### src/logic/bdio_pkg.sv
package bdio_pkg;
	// printed offsets are not all multiples of four: they are indices, byte address = 4 * index
	localparam logic [15:0] CPU_PORT_A_DATA_IDX = 16'h8000;
	localparam logic [15:0] CPU_PORT_D_DATA_IDX = 16'h8008;
	localparam logic [15:0] CPU_PORT_E_INPUT_IDX = 16'h800A;
	localparam logic [15:0] ADAPTER_PORT_A_DATA_IDX = 16'h8080;
	localparam logic [15:0] ADAPTER_PORT_B_DATA_IDX = 16'h8081;
	localparam logic [15:0] ADAPTER_PORT_C_DATA_IDX = 16'h8082;
	// registers with no printed offset
	localparam logic [15:0] PORT_A_DIRECTION_REG_IDX = 16'h8001;
	localparam logic [15:0] PORT_D_DIRECTION_REG_IDX = 16'h8009;
	localparam logic [15:0] ADAPTER_CONFIG_IDX = 16'h8083;
	localparam logic [15:0] SERVICE_CTRL_IDX = 16'h8010;
	// adapter config field positions (1 = output)
	localparam int CFG_PA_OUT = 0;
	localparam int CFG_PB_OUT = 1;
	localparam int CFG_PCL_OUT = 2;
	localparam int CFG_PCH_OUT = 3;
	// reset: port a in, port b out, both port c halves in
	localparam logic [3:0] ADAPTER_CONFIG_RST = 4'h2;
	// service control bits (1 = service in use, pins committed)
	localparam int SVC_RS485 = 0;
	localparam int SVC_ADC8 = 1;
	localparam int SVC_SERIAL2 = 2;
	localparam int SVC_SPI = 3;
	localparam int SVC_ADC12 = 4;
	localparam int SVC_EXPIO = 5;
	localparam logic [5:0] SERVICE_CTRL_RST = 6'h0F;
	// pins committed to services, and the bonded-out port d lines
	localparam logic [7:0] CPU_A_SERIAL2_MASK = 8'h18;
	localparam logic [7:0] CPU_D_SPI_MASK = 8'h3C;
	localparam logic [7:0] CPU_D_AVAIL_MASK = 8'h3C;
	localparam logic [7:0] ADAPTER_C_RS485_MASK = 8'h10;
	localparam logic [1:0] RESP_OKAY = 2'h0;
	localparam logic [1:0] RESP_SLVERR = 2'h2;
endpackage : bdio_pkg

### src/logic/bdio_pin_cell.sv
`timescale 1ns/1ps
// one 8-bit port: latched data, direction mask, pin drive and read mux
module bdio_pin_cell #(
	parameter int WIDTH = 8
) (
	// latched output data and per-bit direction (1 = output)
	input wire logic [WIDTH-1:0] data,
	input wire logic [WIDTH-1:0] dir,
	// pins
	input wire logic [WIDTH-1:0] pin_in,
	output logic [WIDTH-1:0] pin_out,
	output logic [WIDTH-1:0] pin_oe_n,
	// value a read returns
	output logic [WIDTH-1:0] rd_val
);
	always_comb begin
		// low and high drive from the latch
		pin_out = data;
		// input lines keep their latch but stay undriven
		pin_oe_n = ~dir;
		// inputs read their pin, outputs read back the latch
		rd_val = (dir & data) | (~dir & pin_in);
	end
endmodule : bdio_pin_cell

### src/logic/bdio_top.sv
`timescale 1ns/1ps
module bdio_top (
	// clock and reset
	input wire logic aclk,
	input wire logic aresetn,
	// axi4-lite write address
	input wire logic [17:0] s_axi_awaddr,
	input wire logic s_axi_awvalid,
	output logic s_axi_awready,
	// axi4-lite write data
	input wire logic [31:0] s_axi_wdata,
	input wire logic [3:0] s_axi_wstrb,
	input wire logic s_axi_wvalid,
	output logic s_axi_wready,
	// axi4-lite write response
	output logic [1:0] s_axi_bresp,
	output logic s_axi_bvalid,
	input wire logic s_axi_bready,
	// axi4-lite read address
	input wire logic [17:0] s_axi_araddr,
	input wire logic s_axi_arvalid,
	output logic s_axi_arready,
	// axi4-lite read data
	output logic [31:0] s_axi_rdata,
	output logic [1:0] s_axi_rresp,
	output logic s_axi_rvalid,
	input wire logic s_axi_rready,
	// processor port a pins
	input wire logic [7:0] cpu_a_in,
	output logic [7:0] cpu_a_out,
	output logic [7:0] cpu_a_oe_n,
	// processor port d pins (only 2-5 bonded out)
	input wire logic [7:0] cpu_d_in,
	output logic [7:0] cpu_d_out,
	output logic [7:0] cpu_d_oe_n,
	// processor input port pins
	input wire logic [7:0] cpu_e_in,
	// adapter port pins
	input wire logic [7:0] adp_a_in,
	output logic [7:0] adp_a_out,
	output logic [7:0] adp_a_oe_n,
	input wire logic [7:0] adp_b_in,
	output logic [7:0] adp_b_out,
	output logic [7:0] adp_b_oe_n,
	input wire logic [7:0] adp_c_in,
	output logic [7:0] adp_c_out,
	output logic [7:0] adp_c_oe_n,
	// service ownership: high while the service owns its pins
	output logic svc_adc8_analog,
	output logic svc_serial2_owns,
	output logic svc_spi_owns,
	output logic svc_rs485_owns,
	// fourth high-current driver, set through the onboard glue logic
	input wire logic hc4_request,
	output logic hc4_drive
);
	// all state in one struct
	typedef struct packed {
		logic [7:0] pa_data;
		logic [7:0] pa_dir;
		logic [7:0] pd_data;
		logic [7:0] pd_dir;
		logic [7:0] ap_a;
		logic [7:0] ap_b;
		logic [7:0] ap_c;
		logic [3:0] cfg;
		logic [5:0] svc;
		logic hc4;
		logic aw_held;
		logic [15:0] aw_idx;
		logic w_held;
		logic [31:0] w_data;
		logic w_strb0;
		logic bvalid;
		logic [1:0] bresp;
		logic rvalid;
		logic [31:0] rdata;
		logic [1:0] rresp;
	} bdio_state_t;

	bdio_state_t st;
	bdio_state_t next_st;
	// direction vectors fed to the pin cells
	logic [7:0] dir_pa, dir_pd, dir_aa, dir_ab, dir_ac;
	// readback from the pin cells
	logic [7:0] rd_pa, rd_pd, rd_aa, rd_ab, rd_ac;
	// write pending with both halves present
	logic do_write;
	logic [15:0] rd_idx;

	// byte address to register index
	function automatic logic [15:0] bdio_idx(input logic [17:0] addr);
		bdio_idx = addr[17:2];
	endfunction : bdio_idx

	// does an index name a mapped register
	function automatic logic bdio_mapped(input logic [15:0] idx);
		if (idx == bdio_pkg::CPU_PORT_A_DATA_IDX) bdio_mapped = 1'b1;
		else if (idx == bdio_pkg::PORT_A_DIRECTION_REG_IDX) bdio_mapped = 1'b1;
		else if (idx == bdio_pkg::CPU_PORT_D_DATA_IDX) bdio_mapped = 1'b1;
		else if (idx == bdio_pkg::PORT_D_DIRECTION_REG_IDX) bdio_mapped = 1'b1;
		else if (idx == bdio_pkg::CPU_PORT_E_INPUT_IDX) bdio_mapped = 1'b1;
		else if (idx == bdio_pkg::SERVICE_CTRL_IDX) bdio_mapped = 1'b1;
		else if (idx == bdio_pkg::ADAPTER_PORT_A_DATA_IDX) bdio_mapped = 1'b1;
		else if (idx == bdio_pkg::ADAPTER_PORT_B_DATA_IDX) bdio_mapped = 1'b1;
		else if (idx == bdio_pkg::ADAPTER_PORT_C_DATA_IDX) bdio_mapped = 1'b1;
		else if (idx == bdio_pkg::ADAPTER_CONFIG_IDX) bdio_mapped = 1'b1;
		else bdio_mapped = 1'b0;
	endfunction : bdio_mapped

	// direction derivation
	always_comb begin
		dir_pa = st.pa_dir;
		// serial 2 lines follow the uart while it is in use
		if (st.svc[bdio_pkg::SVC_SERIAL2]) begin
			dir_pa = st.pa_dir & ~bdio_pkg::CPU_A_SERIAL2_MASK;
		end
		// only four lines of port d exist
		dir_pd = st.pd_dir & bdio_pkg::CPU_D_AVAIL_MASK;
		// spi keeps its pins while spi or its users are active
		if (svc_spi_owns) begin
			dir_pd = 8'h00;
		end
		// adapter ports a and b bytewise
		dir_aa = {8{st.cfg[bdio_pkg::CFG_PA_OUT]}};
		// port b all inputs only as a whole byte
		dir_ab = {8{st.cfg[bdio_pkg::CFG_PB_OUT]}};
		dir_ac = {{4{st.cfg[bdio_pkg::CFG_PCH_OUT]}}, {4{st.cfg[bdio_pkg::CFG_PCL_OUT]}}};
		// rs485 direction line is driven while rs485 is in use
		if (st.svc[bdio_pkg::SVC_RS485]) begin
			dir_ac = dir_ac | bdio_pkg::ADAPTER_C_RS485_MASK;
		end
	end

	// pin cells, one per bidirectional port
	bdio_pin_cell #(.WIDTH(8)) u_pa (.data(st.pa_data), .dir(dir_pa), .pin_in(cpu_a_in),
		.pin_out(cpu_a_out), .pin_oe_n(cpu_a_oe_n), .rd_val(rd_pa));
	bdio_pin_cell #(.WIDTH(8)) u_pd (.data(st.pd_data), .dir(dir_pd), .pin_in(cpu_d_in),
		.pin_out(cpu_d_out), .pin_oe_n(cpu_d_oe_n), .rd_val(rd_pd));
	bdio_pin_cell #(.WIDTH(8)) u_aa (.data(st.ap_a), .dir(dir_aa), .pin_in(adp_a_in),
		.pin_out(adp_a_out), .pin_oe_n(adp_a_oe_n), .rd_val(rd_aa));
	bdio_pin_cell #(.WIDTH(8)) u_ab (.data(st.ap_b), .dir(dir_ab), .pin_in(adp_b_in),
		.pin_out(adp_b_out), .pin_oe_n(adp_b_oe_n), .rd_val(rd_ab));
	bdio_pin_cell #(.WIDTH(8)) u_ac (.data(st.ap_c), .dir(dir_ac), .pin_in(adp_c_in),
		.pin_out(adp_c_out), .pin_oe_n(adp_c_oe_n), .rd_val(rd_ac));

	// service ownership outputs
	always_comb begin
		// input port is analog for the whole byte while the converter runs
		svc_adc8_analog = st.svc[bdio_pkg::SVC_ADC8];
		svc_serial2_owns = st.svc[bdio_pkg::SVC_SERIAL2];
		svc_spi_owns = st.svc[bdio_pkg::SVC_SPI] | st.svc[bdio_pkg::SVC_ADC12]
			| st.svc[bdio_pkg::SVC_EXPIO];
		svc_rs485_owns = st.svc[bdio_pkg::SVC_RS485];
		// fourth driver is not an adapter port bit
		hc4_drive = st.hc4;
	end

	// bus handshakes
	assign s_axi_awready = ~st.aw_held & ~st.bvalid;
	assign s_axi_wready = ~st.w_held & ~st.bvalid;
	assign s_axi_arready = ~st.rvalid;
	assign s_axi_bvalid = st.bvalid;
	assign s_axi_bresp = st.bresp;
	assign s_axi_rvalid = st.rvalid;
	assign s_axi_rdata = st.rdata;
	assign s_axi_rresp = st.rresp;
	assign do_write = st.aw_held & st.w_held & ~st.bvalid;
	assign rd_idx = bdio_idx(s_axi_araddr);

	// next-state logic
	always_comb begin
		next_st = st;
		next_st.hc4 = hc4_request;
		// capture write address
		if (s_axi_awvalid && s_axi_awready) begin
			next_st.aw_held = 1'b1;
			next_st.aw_idx = bdio_idx(s_axi_awaddr);
		end
		// capture write data
		if (s_axi_wvalid && s_axi_wready) begin
			next_st.w_held = 1'b1;
			next_st.w_data = s_axi_wdata;
			next_st.w_strb0 = s_axi_wstrb[0];
		end
		// perform the write once both halves are held
		if (do_write) begin
			next_st.aw_held = 1'b0;
			next_st.w_held = 1'b0;
			next_st.bvalid = 1'b1;
			next_st.bresp = bdio_mapped(st.aw_idx) ? bdio_pkg::RESP_OKAY
				: bdio_pkg::RESP_SLVERR;
			if (st.w_strb0) begin
				if (st.aw_idx == bdio_pkg::CPU_PORT_A_DATA_IDX) begin
					next_st.pa_data = st.w_data[7:0];
				end else if (st.aw_idx == bdio_pkg::PORT_A_DIRECTION_REG_IDX) begin
					next_st.pa_dir = st.w_data[7:0];
				end else if (st.aw_idx == bdio_pkg::CPU_PORT_D_DATA_IDX) begin
					next_st.pd_data = st.w_data[7:0] & bdio_pkg::CPU_D_AVAIL_MASK;
				end else if (st.aw_idx == bdio_pkg::PORT_D_DIRECTION_REG_IDX) begin
					next_st.pd_dir = st.w_data[7:0] & bdio_pkg::CPU_D_AVAIL_MASK;
				end else if (st.aw_idx == bdio_pkg::SERVICE_CTRL_IDX) begin
					// freeing a service returns its pins
					next_st.svc = st.w_data[5:0];
				end else if (st.aw_idx == bdio_pkg::ADAPTER_PORT_A_DATA_IDX) begin
					next_st.ap_a = st.w_data[7:0];
				end else if (st.aw_idx == bdio_pkg::ADAPTER_PORT_B_DATA_IDX) begin
					next_st.ap_b = st.w_data[7:0];
				end else if (st.aw_idx == bdio_pkg::ADAPTER_PORT_C_DATA_IDX) begin
					next_st.ap_c = st.w_data[7:0];
				end else if (st.aw_idx == bdio_pkg::ADAPTER_CONFIG_IDX) begin
					next_st.cfg = st.w_data[3:0];
					// any config write zeros port a and upper c
					next_st.ap_a = 8'h00;
					next_st.ap_c = {4'h0, st.ap_c[3:0]};
				end
			end
		end
		// response taken
		if (st.bvalid && s_axi_bready) begin
			next_st.bvalid = 1'b0;
		end
		// read: answer one cycle after the address is taken
		if (s_axi_arvalid && s_axi_arready) begin
			next_st.rvalid = 1'b1;
			next_st.rresp = bdio_pkg::RESP_OKAY;
			next_st.rdata = 32'h0000_0000;
			// data registers read pin levels for inputs
			if (rd_idx == bdio_pkg::CPU_PORT_A_DATA_IDX) begin
				next_st.rdata[7:0] = rd_pa;
			end else if (rd_idx == bdio_pkg::PORT_A_DIRECTION_REG_IDX) begin
				next_st.rdata[7:0] = st.pa_dir;
			end else if (rd_idx == bdio_pkg::CPU_PORT_D_DATA_IDX) begin
				next_st.rdata[7:0] = rd_pd & bdio_pkg::CPU_D_AVAIL_MASK;
			end else if (rd_idx == bdio_pkg::PORT_D_DIRECTION_REG_IDX) begin
				next_st.rdata[7:0] = st.pd_dir;
			end else if (rd_idx == bdio_pkg::CPU_PORT_E_INPUT_IDX) begin
				// analog mode gives no digital value
				next_st.rdata[7:0] = st.svc[bdio_pkg::SVC_ADC8] ? 8'h00 : cpu_e_in;
			end else if (rd_idx == bdio_pkg::SERVICE_CTRL_IDX) begin
				next_st.rdata[5:0] = st.svc;
			end else if (rd_idx == bdio_pkg::ADAPTER_PORT_A_DATA_IDX) begin
				next_st.rdata[7:0] = rd_aa;
			end else if (rd_idx == bdio_pkg::ADAPTER_PORT_B_DATA_IDX) begin
				next_st.rdata[7:0] = rd_ab;
			end else if (rd_idx == bdio_pkg::ADAPTER_PORT_C_DATA_IDX) begin
				next_st.rdata[7:0] = rd_ac;
			end else if (rd_idx == bdio_pkg::ADAPTER_CONFIG_IDX) begin
				next_st.rdata[3:0] = st.cfg;
			end else begin
				next_st.rresp = bdio_pkg::RESP_SLVERR;
			end
		end else if (st.rvalid && s_axi_rready) begin
			next_st.rvalid = 1'b0;
		end
	end

	// state register
	always_ff @(posedge aclk) begin
		if (!aresetn) begin
			st <= '0;
			st.cfg <= bdio_pkg::ADAPTER_CONFIG_RST;
			st.svc <= bdio_pkg::SERVICE_CTRL_RST;
		end else begin
			st <= next_st;
		end
	end

	property p_out_follows;
		@(posedge aclk) disable iff (!aresetn)
		(do_write && st.w_strb0 && st.aw_idx == bdio_pkg::ADAPTER_PORT_B_DATA_IDX
			&& st.cfg[bdio_pkg::CFG_PB_OUT]) |=> (adp_b_out == $past(st.w_data[7:0])
			&& adp_b_oe_n == 8'h00);
	endproperty
	a_out_follows: assert property (p_out_follows) else $error("port b pin mismatch");
	property p_read_pin;
		@(posedge aclk) disable iff (!aresetn)
		(s_axi_arvalid && s_axi_arready && rd_idx == bdio_pkg::ADAPTER_PORT_A_DATA_IDX
			&& !st.cfg[bdio_pkg::CFG_PA_OUT]) |=> (s_axi_rvalid
			&& s_axi_rdata[7:0] == $past(adp_a_in));
	endproperty
	a_read_pin: assert property (p_read_pin) else $error("read not pin level");
	property p_cfg_clear;
		@(posedge aclk) disable iff (!aresetn)
		(do_write && st.w_strb0 && st.aw_idx == bdio_pkg::ADAPTER_CONFIG_IDX)
			|=> (adp_a_out == 8'h00 && adp_c_out[7:4] == 4'h0);
	endproperty
	a_cfg_clear: assert property (p_cfg_clear) else $error("config write kept outputs");
	property p_in_undriven;
		@(posedge aclk) disable iff (!aresetn)
		!st.cfg[bdio_pkg::CFG_PA_OUT] |-> adp_a_oe_n == 8'hFF;
	endproperty
	a_in_undriven: assert property (p_in_undriven) else $error("input port driven");
	// unbonded port d lines never driven
	property p_pd_avail;
		@(posedge aclk) disable iff (!aresetn)
		(cpu_d_oe_n | bdio_pkg::CPU_D_AVAIL_MASK) == 8'hFF;
	endproperty
	a_pd_avail: assert property (p_pd_avail) else $error("unbonded line driven");
	// spi lines held while the adc12 spi user is active
	property p_spi_hold;
		@(posedge aclk) disable iff (!aresetn)
		st.svc[bdio_pkg::SVC_ADC12] |-> cpu_d_oe_n == 8'hFF;
	endproperty
	a_spi_hold: assert property (p_spi_hold) else $error("spi pins taken");
	property p_reset_cfg;
		@(posedge aclk) $rose(aresetn) |-> st.cfg == bdio_pkg::ADAPTER_CONFIG_RST;
	endproperty
	a_reset_cfg: assert property (p_reset_cfg) else $error("bad reset config");
	property p_dir_bit;
		@(posedge aclk) disable iff (!aresetn)
		!st.svc[bdio_pkg::SVC_SERIAL2] |-> cpu_a_oe_n == ~st.pa_dir;
	endproperty
	a_dir_bit: assert property (p_dir_bit) else $error("direction mismatch");
	property p_nibble;
		@(posedge aclk) disable iff (!aresetn)
		!st.svc[bdio_pkg::SVC_RS485] |-> adp_c_oe_n
			== ~{{4{st.cfg[bdio_pkg::CFG_PCH_OUT]}}, {4{st.cfg[bdio_pkg::CFG_PCL_OUT]}}};
	endproperty
	a_nibble: assert property (p_nibble) else $error("nibble direction wrong");
	c_write: cover property (@(posedge aclk) disable iff (!aresetn) s_axi_bvalid && s_axi_bready);
	c_read: cover property (@(posedge aclk) disable iff (!aresetn) s_axi_rvalid && s_axi_rready);
	c_cfg: cover property (@(posedge aclk) disable iff (!aresetn)
		do_write && st.aw_idx == bdio_pkg::ADAPTER_CONFIG_IDX);
endmodule : bdio_top

### config.mk
export PLATFORM = sky130hd
export DESIGN_NAME = bdio_top
export DESIGN_NICKNAME = d
export VERILOG_FILES = /design/src/logic/bdio_pkg.sv /design/src/logic/bdio_pin_cell.sv /design/src/logic/bdio_top.sv
export SDC_FILE = /design/constraint.sdc
export NUM_CORES = 1
export LEC_CHECK = 0
export BUFFER_PORTS_ARGS = -buffer_cell sky130_fd_sc_hd__buf_2
export CORE_ASPECT_RATIO = 1.25
export CORE_MARGIN = 1
export CORE_UTILIZATION = 53
export CTS_CLUSTER_SIZE = 8
export DETAILED_ROUTE_END_ITERATION = 8
export PLACE_DENSITY = 0.9
export SLEW_MARGIN = 10
export SYNTH_ARGS = -nofsm -noshare
export SYNTH_HDL_FRONTEND = slang
export SYNTH_SLANG_ARGS = --single-unit
export TNS_END_PERCENT = 30
### constraint.sdc
create_clock -name aclk -period 3 [get_ports aclk]
set_input_delay 0.15 -clock aclk [delete_from_list [all_inputs] [get_ports aclk]]
set_output_delay 0.15 -clock aclk [all_outputs]
set_load 0.01 [all_outputs]
* After elaboration in Yosys (flattened, before gate mapping)
Cells that the tools add are included.
Widths: inputs -> output; s select.
** Operators by class
- Equality and inequality tests :: 22
- Muxes and demuxes :: 46
- Bitwise logic cells :: 39
- Reduce and logical (&&, ||, !) cells :: 20
** Operator list (count)
- $eq 16x16->1 const B :: 20
- $mux 8 :: 13
- $and 8x8->8 :: 8
- $not 8->8 :: 4
- $or 8x8->8 :: 4
- $reduce_and 10->1 :: 3
- $mux 2 :: 12
- $mux 1 :: 13
- $not 1->1 :: 13
- $and 6x6->6 :: 2
- $mux 12 :: 1
- $mux 4 :: 3
- $mux 6 :: 2
- $reduce_and 11->1 :: 1
- $mux 5 :: 2
- $reduce_and 9->1 :: 1
- $not 6->8 :: 1
- $reduce_and 7->1 :: 1
- $or 6x6->6 :: 1
- $reduce_and 6->1 :: 1
- $reduce_bool 2->1 :: 3
- $logic_and 1x1->1 :: 5
- $reduce_and 5->1 :: 1
- $and 1x1->1 :: 4
- other kinds (5) :: 8
** Word-level totals
- Register bits after elaboration :: 100
- Input bits :: 128
- Logic and storage cells :: 148

* Depth between registers and ports, before layout
Gate-level depths: netlist of the first run.
- Depth in word-level cells :: 13
- Mapped depth :: 7
- Depth with buffers taken out :: 5

* Hierarchy
From an unflattened synthesis of the first run, not the netlist that was laid out.
** Unflattened totals
- Cells, all modules :: 719
- Area total of the unflattened synthesis :: 6204.7 um^2
** By module, submodules not included
- bdio_top :: times used 1, cells each 599, area each 5153.7 um^2
- bdio_pin_cell :: times used 5, cells each 24, area each 210.2 um^2

* Worst setup path after synthesis of the first run
Ideal clock, no wire load.
- Kind :: flip-flop to flip-flop
- Start point :: reg st[75] (netlist name)
- End point :: reg st (netlist bit dir_ab[0])
- Arrival :: 1733 ps
- Slack :: 1131 ps
- Cell stages (with the launch flop) :: 7
- Path buffers :: 1
- Clock period less this slack :: 1869 ps
- Cell sequence :: dfxtp_1 clkbuf_1 nor3b_1 nand4_1 or4_1 nand2_1 nand3_1
** Between the ends
- Cells in the longest elaborated chain, start to end :: 3
** RTL lines
- start, declared :: RTL line bdio_top.sv:81 : bdio_state_t st;
- start signal, assigned :: RTL line bdio_top.sv:265 : st <= next_st;
- $eq 16x16->1, or another cell as far along :: RTL line bdio_top.sv:209 : end else if (st.aw_idx == bdio_pkg::ADAPTER_PORT_C_DATA_IDX) begin
- $not 1->1 (no source line)
- $reduce_and 11->1 (no source line) *
Every way passes the cells marked *; elsewhere a longest branch is shown, timed or not.
A chain may end at the register's enable or synchronous reset.

* Worst setup path in the final report of the first run
- Start point :: reg st[74] (netlist name)
- End point :: reg st[117] (netlist name)
** Between the ends
- Cells in the longest elaborated chain, start to end :: 3
** RTL lines
- $eq 16x16->1, or another cell as far along :: RTL line bdio_top.sv:205 : end else if (st.aw_idx == bdio_pkg::ADAPTER_PORT_A_DATA_IDX) begin
- $ne 2x2->1 (no source line), or another cell as far along
- $reduce_and 10->1 (no source line)
Several ways; a longest one is shown, not always the timed one.

==> results of run 1 <==
[worst min path at each step]
stage | from | endpoint | slack [ns] | cells past startpoint
floorplan | s_axi_rready | s_axi_rvalid$_SDFFE_PN0P_ | 0.25 | 1
finish | hc4_request | hc4_drive$_SDFF_PN0_ | 0.02 | 2
detailed placement | s_axi_rready | s_axi_rvalid$_SDFFE_PN0P_ | 0.34 | 2
CTS | hc4_request | hc4_drive$_SDFF_PN0_ | 0.02 | 2
global route | hc4_request | hc4_drive$_SDFF_PN0_ | 0.01 | 2
global placement | s_axi_rready | s_axi_rvalid$_SDFFE_PN0P_ | 0.33 | 2
[what timing repair did]
item                                    CTS  global route
hold buffers                              1             0
hold endpoints to repair                  1             0
gates resized for setup                   0             0
endpoints found under the setup margin    0             0
[sequential cells by signal (all words and copies together), names as in the netlist]
name              count
st                   80
s_axi_rdata           8
dir_aa                1
dir_ab                1
hc4_drive             1
s_axi_bresp           1
s_axi_bvalid          1
s_axi_rresp           1
s_axi_rvalid          1
svc_adc8_analog       1
svc_rs485_owns        1
svc_serial2_owns      1
[cell type report]
class	count	area (µm²)	share of cell area (%)
clock buffers	9	225.2	3.344
clock inverters	7	100.1	1.486
inverters	27	101.3	1.505
multi-input cells	487	3172	47.09
flip-flops and latches	98	1962	29.13
well taps	135	168.9	2.508
repair buffers	195	1006	14.94
[stage by stage]
stage                     setup WS [ns]  util (%)  std cells
after floorplan                   1.131         -        748
after global placement           0.8368     57.74        941
after detailed placement         0.8412     57.74        941
after CTS                        0.7905     60.77        958
after global routing             0.4702     60.77        958
final                            0.7310     60.77        958
[worst reg2reg max path: cells and delay by family (launching register included)]
kind	cells	cell delay [ns]
AOI/OAI and AO/OA	1	0.19
DFF	1	0.33
and+or+nand+nor	4	1.68
[layer usage]
metal  part of all wire (%)  GRT usage, %  wire length, µm  vias to the layer above
met4                    4.3         13.88              774                        0
met1                     40         37.20             7104                     2605
met3                    8.0         4.954             1430                       61
met2                     48         50.35             8629                      340
li1                       -             -                -                     2592
met5                      0             0                0                        -
[logic make-up (layout without fill, tap and decap cells)]
| kind of cell | count (synthesis) | in the layout | share of synthesized area (%) |
|---|---|---|---|
| AOI/OAI and AO/OA | 121 | 121 | 12.78 |
| muxes | 81 | 81 | 13.67 |
| xor gates and xnor gates | 1 | 1 | 0.1455 |
| DFF | 98 | 98 | 32.59 |
| and+or+nand+nor | 250 | 250 | 23.96 |
| other | 2 | 34 | 0.1247 |
| buffers and inverters | 163 | 238 | 16.73 |
[cells in the mapped netlist, types with 3 or more instances]
master      n  area, µm²
buf_4      99      743.2
dfxtp_1    98       1962
nand2_1    76      285.3
mux2i_1    71      710.7
nor2_1     61      229.0
a21oi_1    50      250.2
nand3_1    27      135.1
clkbuf_1   26      97.59
inv_1      26      97.59
o21ai_0    24      120.1
mux2_2     10      112.6
nand4_1    10      62.56
nor3_1     10      50.05
nor2b_1     9      56.30
nor4_4      8      170.2
buf_2       7      35.03
a211oi_1    6      45.04
nand2b_1    6      37.54
o22ai_1     6      37.54
and2_1      5      31.28
o32ai_1     4      35.03
a2111oi_0   3      26.28
and3_1      3      18.77
nor4_1      3      18.77
nor4b_1     3      26.28
nor4b_2     3      45.04
o211ai_1    3      22.52
o221ai_1    3      26.28
or4_1       3      22.52
[power breakdown]
part / switching, W / total, W / internal (W)
Clock: 0.000533 / 0.00127 / 0.000738
Combinational: 0.000205 / 0.000331 / 0.000127
Sequential: 0.0000581 / 0.00139 / 0.00133
==> flow_summary_export.csv, run 1 <==
group,metric,value,unit
outcome,status,"finished clean",
worst_setup_path,worstReg2RegStart,"st[74]$_SDFFE_PN0P_",
sta,tightest_slew,0.9300,ns
synth,synthFlopType,"dfxtp_1",
drt,routed_wl,17.94,mm
synth,syn-instance-count,716,
cells_and_area,drive_gt1_share,30.26,%
worst_setup_path,r2r-end,"st[117]$_SDFFE_PN0P_",
clocking,cts_setup_buffers,0,
synth,synth_seq_cells,98,
synth,postSynthAreaPerCell,8.409,µm²
clocking,clock_latency,0.35,ns
drt,drc,0,
worst_setup_path,critPathMaxFanout,9,
clocking,cts_tree,"yes",
global_route,grt-ovfl-total,0,
pwr,leakage,2.702,nW
pwr,power_density,444.4,nW/µm²
die,fp.dieW,97.33,µm
drt,route.vias.total,5598,
sta,grt_setup_unrepaired,"false",
clocking,cts_sinks,98,
pwr,p_total,0.002993,W
worst_setup_path,required,3.27,ns
cells_and_area,nets,946,
drt,drt_iter0_drc,389,
cells_and_area,design_area,6735,µm²
placement,io_buffers,184,
sta,fin_setup_tns,0,ns
global_route,grt_usage,29.82,%
worst_setup_path,end_kind,"flop",
sta,min_period,2.269,ns
sta,fin_hold_ws,0.02376,ns
worst_setup_path,arrival,2.54,ns
worst_setup_path,critPathLaunch,"st[74]$_SDFFE_PN0P_",
worst_setup_path,path_cells,"nor3_1 > nand4_1 > nor2_1 > nand3_1 > a21oi_1",
clocking,path_clk_slew,0.07,ns
die,placementRows,43,
worst_setup_path,cp_slowest_cell,"nor3_1",
synth,synth.distinct_cells,67,
sta,final_max_slew_viol_count,0,
synth,synth_area,6021,µm²
worst_setup_path,crit_buf_inv,0,
synth,synth_edf_count,0,
placement,gp_congestion,0.9575,
sta,hold_violations,0,
cells_and_area,area_growth,11.87,%
synth,postSynth.asyncResetShare,0,%
worst_setup_path,ff2ff_path_depth,5,
min_path,hp-class,"input pin to flop",
drt,post_drt_via_cell_ratio,5.843,
global_route,grt_max_degree,43,
die,core_area,11080,µm²
worst_setup_path,path_class,"flop to flop",
clocking,cts_max_level,3,
die,die-area,11790,µm²
worst_setup_path,cp_slowest_stage_delay,0.54,ns
run,drv_cap,0,
pwr,ir_drop,318.6,µV
sta,slew_headroom,37.77,%
placement,place_area,6400,µm²
sta,fmax,0.4407,GHz
clocking,root_buffer,"clkbuf_16",
drt,post_drt_wl_per_cell,18.73,µm
worst_setup_path,r2r_setup_slack,0.73,ns
worst_setup_path,worst-path-stages,5,
cells_and_area,diodes,0,
worst_setup_path,worstSetupStartpointType,"flop",
cells_and_area,n_fill_cell,966,
sta,finalCritPeriodShare,75.63,%
die,dieHeight,121.2,µm
die,top_level_ports,254,
clocking,numCtsBuffers,9,
clocking,clock_path_buffers,2,
worst_setup_path,crit_family,"simple AND/OR/NAND/NOR gates",
sta,skew,0.008697,ns
synth,yosysWarnings,0,
cells_and_area,layout_commonest_cell,"buf_2",
cells_and_area,final_cell_mix,"buf_2 (184), dfxtp_1 (98), nand2_1 (76)",
worst_setup_path,critical_path.endpoint,"st[117]$_SDFFE_PN0P_",
sta,setup_violations,0,
global_route,antenna_found_initial,0,
synth,yosysSeqAreaShare,32.59,%
global_route,grt_pass1_vias,4967,
drt,first_pass_iters,5,
drt,ant_nets,0,
placement,hpwl,13.53,mm
die,start_util,54.32,%
global_route,grt_pass1_wl,26.88,mm
Power figures use the tool's default switching activity.
==> run 2, diff against run 1 <==
--- a/config.mk
+++ b/config.mk
@@ -8,10 +8,10 @@
 export BUFFER_PORTS_ARGS = -buffer_cell sky130_fd_sc_hd__buf_2
 export CORE_ASPECT_RATIO = 1.25
 export CORE_MARGIN = 1
-export CORE_UTILIZATION = 53
+export CORE_UTILIZATION = 49
 export CTS_CLUSTER_SIZE = 8
 export DETAILED_ROUTE_END_ITERATION = 8
-export PLACE_DENSITY = 0.9
+export PLACE_DENSITY = 0.85
 export SLEW_MARGIN = 10
 export SYNTH_ARGS = -nofsm -noshare
 export SYNTH_HDL_FRONTEND = slang
==> constraint.sdc (replaced) <==
create_clock -name aclk -period 2.2 [get_ports aclk]
set_input_delay 0.11 -clock aclk [delete_from_list [all_inputs] [get_ports aclk]]
set_output_delay 0.11 -clock aclk [all_outputs]
set_load 0.01 [all_outputs]
==> flow_summary_export.csv, run 2 (synthesis results as in run 1) <==
group,metric,value,unit
sta,post-route-worst-setup-slack,0.1817,ns
cells_and_area,final_cell_mix,"buf_2 (184), dfxtp_1 (98), nand2_1 (76)",
drt,ant_nets,0,
worst_setup_path,path_class,"flop to flop",
run,drv_cap,0,
global_route,antenna_found_initial,0,
drt,drt_iter0_drc,404,
clocking,numCtsBuffers,9,
min_path,hp-start,"s_axi_awaddr[5]",
pwr,power_density,564.5,nW/µm²
worst_setup_path,end_kind,"flop",
global_route,grt_max_degree,72,
drt,routed_wl,18.32,mm
global_route,grt_pass1_vias,5256,
pwr,leakage,2.858,nW
die,core_area,11780,µm²
clocking,cts_tree,"yes",
die,fp.dieW,101.1,µm
cells_and_area,top_register,"st",
outcome,status,"finished clean",
min_path,min_to,"st[75]$_SDFFE_PN0P_",
clocking,cts_resized,0,
global_route,grt-ovfl-total,0,
worst_setup_path,worstSetupStartpointType,"flop",
worst_setup_path,crit_buf_inv,0,
placement,place_ws,0.1979,ns
worst_setup_path,worstReg2RegStart,"st[82]$_SDFFE_PN0P_",
die,top_level_ports,254,
clocking,cts_hold_buffers,14,
die,die-area,12740,µm²
cells_and_area,stdcell_count,1019,
global_route,grt_pass1_wl,27.30,mm
sta,tightest_slew,0.6606,ns
worst_setup_path,required,2.41,ns
drt,post_drt_wl_per_cell,17.97,µm
sta,final_max_slew_viol_count,0,
die,dieHeight,125.9,µm
sta,min_period,2.018,ns
sta,slew_headroom,54.82,%
cells_and_area,layout_commonest_cell,"buf_2",
sta,fin_setup_tns,0,ns
sta,hold_violations,0,
cells_and_area,diodes,0,
drt,route.vias.total,5636,
cells_and_area,nets,981,
pwr,ir_drop,389.2,µV
worst_setup_path,r2r-end,"dir_ab[0]$_SDFFE_PN1P_",
worst_setup_path,cp_slowest_cell,"or4_1",
clocking,cts_max_level,3,
die,placementRows,44,
sta,grt_setup_unrepaired,"false",
sta,finalCritPeriodShare,91.74,%
cells_and_area,drive_gt1_share,31.35,%
clocking,clock_path_buffers,2,
worst_setup_path,ff2ff_path_depth,5,
cells_and_area,largest_register_ff_count,80,
worst_setup_path,crit_family,"simple AND/OR/NAND/NOR gates",
placement,hpwl,13.75,mm
worst_setup_path,arrival,2.23,ns
worst_setup_path,r2r_setup_slack,0.18,ns
cells_and_area,area_growth,17.44,%
clocking,path_clk_slew,0.07,ns
clocking,cts_setup_buffers,0,
worst_setup_path,path_cells,"nor4_4 > nand4_1 > or4_1 > nand2_1 > nand3_1",
sta,fmax,0.4955,GHz
placement,io_buffers,184,
worst_setup_path,cp_slowest_stage_delay,0.59,ns
cells_and_area,design_area,7071,µm²
drt,drc,0,
worst_setup_path,critPathMaxFanout,4,
global_route,grt_usage,28.41,%
min_path,hp-class,"input pin to flop",
die,start_util,51.10,%
placement,gp_congestion,0.9443,
clocking,root_buffer,"clkbuf_16",
cells_and_area,regArea,1962,µm²
cells_and_area,n_fill_cell,1123,
placement,place_area,6635,µm²
drt,first_pass_iters,5,
cells_and_area,multi_input_area,3172,µm²
clocking,clock_latency,0.35,ns
min_path,holdPathStages,3,
sta,setup_violations,0,
placement,place_inst,989,
drt,post_drt_via_cell_ratio,5.531,
clocking,cts_sinks,98,
sta,skew,0.008561,ns
[run 2: how the worst max path moves through the flow]
| stage | slack (ns) | from | cells after the start | end |
|---|---|---|---|---|
| 6_report | 0.18 | st[82]$_SDFFE_PN0P_ | 5 | dir_ab[0]$_SDFFE_PN1P_ |
| 3_5_place_dp | 0.20 | st[82]$_SDFFE_PN0P_ | 5 | dir_ab[0]$_SDFFE_PN1P_ |
| 4_1_cts | 0.18 | st[82]$_SDFFE_PN0P_ | 5 | dir_ab[0]$_SDFFE_PN1P_ |
| 2_1_floorplan | 0.33 | st[75]$_SDFFE_PN0P_ | 6 | dir_ab[0]$_SDFFE_PN1P_ |
| 5_1_grt | 0.02 | st[79]$_SDFFE_PN0P_ | 5 | dir_ab[0]$_SDFFE_PN1P_ |
| 3_3_place_gp | 0.28 | st[82]$_SDFFE_PN0P_ | 5 | dir_ab[0]$_SDFFE_PN1P_ |
[run 2: metal layers]
metal / GRT usage (%) / vias up / routed length, µm
met5: 0 / - / 0
met4: 13.90 / 0 / 684
met3: 6.049 / 51 / 1501
met2: 47.78 / 287 / 9052
met1: 33.92 / 2632 / 7077
li1: - / 2666 / -
[run 2: through the flow]
step / total power (W) / util (%) / hold WS (ns)
after floorplan: 0.002237 / - / 0.2090
after global placement: 0.002388 / 56.32 / 0.2966
after detailed placement: 0.002398 / 56.32 / 0.3086
after CTS: 0.003995 / 60.01 / 0.0001035
after global routing: 0.004113 / 60.01 / 0.01407
final: 0.003991 / 60.01 / 0.005557
[run 2: cell type report]
type	instances	area share, %
multi-input combinational	487	44.86
sequential	98	27.75
timing repair buffer	230	18.93
clock buffer	11	3.291
tap	161	2.849
inverter	27	1.433
clock inverter	5	0.8848
[run 2: report_power, final]
part / switching [W] / internal (W) / leakage [nW] / total [W]
Combinational: 0.000291 / 0.000206 / 1.93 / 0.000497
Sequential: 0.0000744 / 0.00182 / 0.795 / 0.00189
Clock: 0.000713 / 0.000889 / 0.136 / 0.00160
[run 2: worst reg2reg max path, stage by stage (launching register included)]
cell	delay, ns
dfxtp_1	0.34
nor4_4	0.40
nand4_1	0.38
or4_1	0.59
nand2_1	0.10
nand3_1	0.07
==> run 3, diff against run 2 <==
--- a/config.mk
+++ b/config.mk
@@ -6,7 +6,6 @@
 export NUM_CORES = 1
 export LEC_CHECK = 0
 export BUFFER_PORTS_ARGS = -buffer_cell sky130_fd_sc_hd__buf_2
-export CORE_ASPECT_RATIO = 1.25
 export CORE_MARGIN = 1
 export CORE_UTILIZATION = 49
 export CTS_CLUSTER_SIZE = 8
==> flow_summary_export.csv, run 3 (synthesis results as in run 1) <==
group,metric,value,unit
die,start_util,50.12,%
cells_and_area,final_cell_mix,"buf_2 (184), dfxtp_1 (98), nand2_1 (76)",
clocking,cts_max_level,3,
pwr,p_clk_share,41.3,%
sta,post-route-worst-setup-slack,0.1590,ns
cells_and_area,layout_commonest_cell,"buf_2",
global_route,grt_max_degree,38,
global_route,grt_pass1_vias,5193,
sta,skew,0.009624,ns
worst_setup_path,path_cells,"nor4_4 > nand4_1 > nor4_4 > mux2i_1 > nor2_1",
worst_setup_path,arrival,2.28,ns
clocking,cts_tree,"yes",
clocking,numCtsBuffers,9,
drt,first_pass_iters,5,
pwr,ir_drop,559.7,µV
outcome,status,"finished clean",
worst_setup_path,worstSetupStartpointType,"flop",
global_route,grt_pass1_wl,27.79,mm
sta,hold_violations,0,
sta,fin_setup_tns,0,ns
cells_and_area,nets,988,
clocking,path_clk_slew,0.07,ns
drt,drt_iter0_drc,437,
sta,min_period,2.041,ns
die,die-area,12740,µm²
pwr,switching_share,27.35,%
sta,setup_violations,0,
sta,final_max_slew_viol_count,0,
clocking,root_buffer,"clkbuf_16",
clocking,clock_latency,0.35,ns
sta,tightest_slew,0.6395,ns
pwr,power_density,572.0,nW/µm²
placement,place_inst,983,
sta,grt_setup_unrepaired,"false",
pwr,switchingPower,0.001115,W
pwr,internal_power,0.002961,W
drt,post_drt_via_cell_ratio,5.554,
sta,finalCritPeriodShare,92.77,%
die,fp.dieW,112.9,µm
die,top_level_ports,254,
pwr,comb_power_share,12.3,%
sta,slew_headroom,56.26,%
cells_and_area,regArea,1962,µm²
worst_setup_path,critPathMaxFanout,4,
cells_and_area,drive_gt1_share,32.49,%
global_route,grt-ovfl-total,0,
drt,ant_nets,0,
run,drv_cap,0,
global_route,antenna_found_initial,0,
worst_setup_path,crit_top_cell,"nor4_4",
placement,gp_congestion,0.9652,
cells_and_area,diodes,0,
pwr,pwr-share-seq,46.3,%
sta,fin_hold_ws,0.001212,ns
die,placementRows,40,
pwr,leakage,2.916,nW
cells_and_area,area_growth,18.35,%
min_path,hp-class,"input pin to flop",
placement,io_buffers,184,
cells_and_area,top_register,"st",
worst_setup_path,crit_family,"simple AND/OR/NAND/NOR gates",
clocking,clock_path_buffers,2,
die,core_area,12010,µm²
die,dieHeight,112.9,µm
worst_setup_path,end_kind,"flop",
cells_and_area,largest_register_ff_count,80,
drt,post_drt_wl_per_cell,17.86,µm
placement,place_ws,0.1824,ns
drt,route.vias.total,5621,
clocking,cts_sinks,98,
sta,fmax,0.4900,GHz
cells_and_area,n_fill_cell,1088,
placement,hpwl,13.75,mm
cells_and_area,stdcell_count,1012,
worst_setup_path,crit_buf_inv,0,
drt,top_layer,"met4",
drt,wl_met1,7.611,mm
worst_setup_path,required,2.43,ns
cells_and_area,fin_util,59.32,%
cells_and_area,multi_input_area,3177,µm²
drt,drc,0,
worst_setup_path,path_class,"flop to flop",
drt,wl_met3,1.533,mm
global_route,grt_usage,28.18,%
drt,met2WireLength,8.347,mm
worst_setup_path,cp_slowest_stage_delay,0.53,ns
drt,routed_wl,18.08,mm
worst_setup_path,cp_slowest_cell,"nor4_4",
-- run 3: cell count changes in the layout (fill, tap and decap cells not counted), moves of 2 or more --
cell,delta
buf_4,+9
clkbuf_1,-2
clkinvlp_4,-2
dlygate4sd3_1,-2
inv_6,+3
-- run 3: path summary, 6_finish.rpt --
| path | start | endpoint | slack (ns) | cells after the start |
|---|---|---|---|---|
| max | st[82]$_SDFFE_PN0P_ | st[100]$_SDFFE_PN0P_ | 0.16 | 5 |
| max reg2reg | st[82]$_SDFFE_PN0P_ | st[100]$_SDFFE_PN0P_ | 0.16 | 5 |
| min | s_axi_wdata[7] | st[46]$_SDFFE_PN0P_ | 0.001 | 3 |
| min reg2reg | s_axi_rresp[1]$_SDFFE_PN0P_ | s_axi_rresp[1]$_SDFFE_PN0P_ | 0.45 | 2 |
-- run 3: what timing repair did --
| item | in CTS | in global routing |
|---|---|---|
| gates resized for setup | 0 | 1 |
| hold endpoints to repair | 12 | 0 |
| endpoints found under the setup margin | 0 | 7 |
| hold buffers | 12 | 0 |
| buffers inserted | 0 | 1 |
-- run 3: power groups by stage --
stage	sequential [W]	combinational (W)	clock [W]
CTS	0.00189	0.000494	0.00169
detailed placement	0.00193	0.000474	0
global placement	0.00193	0.000468	0
finish	0.00189	0.000502	0.00169
floorplan	0.00188	0.000354	0
global route	0.00189	0.000546	0.00178
-- run 3: metrics by stage --
| stage | power, W | instance area, µm² |
|---|---|---|
| global route | 0.004219 | 7126 |
| finish | 0.004076 | 7126 |
| CTS | 0.004070 | 7113 |
| global placement | 0.002393 | 6678 |
| detailed placement | 0.002402 | 6678 |
| floorplan | 0.002237 | 6141 |
-- run 3: per-layer routing --
layer  track usage (%)  up-vias
met3             6.588       47
met2             46.83      292
met1             35.64     2602
met4             10.53        0
li1                  -     2680
met5                 0        -
-- run 3: worst reg2reg max path: stages (launching register included) --
cell and delay, ns:
dfxtp_1 0.33, nor4_4 0.38, nand4_1 0.38, nor4_4 0.53
mux2i_1 0.25, nor2_1 0.06
-- run 3: area by class of cell --
type,instances,area share (%)
multi-input cells,487,44.58
flip-flops and latches,98,27.53
repair buffers,237,19.46
clock buffers,10,3.354
well taps,147,2.581
inverters,27,1.422
clock inverters,6,1.071
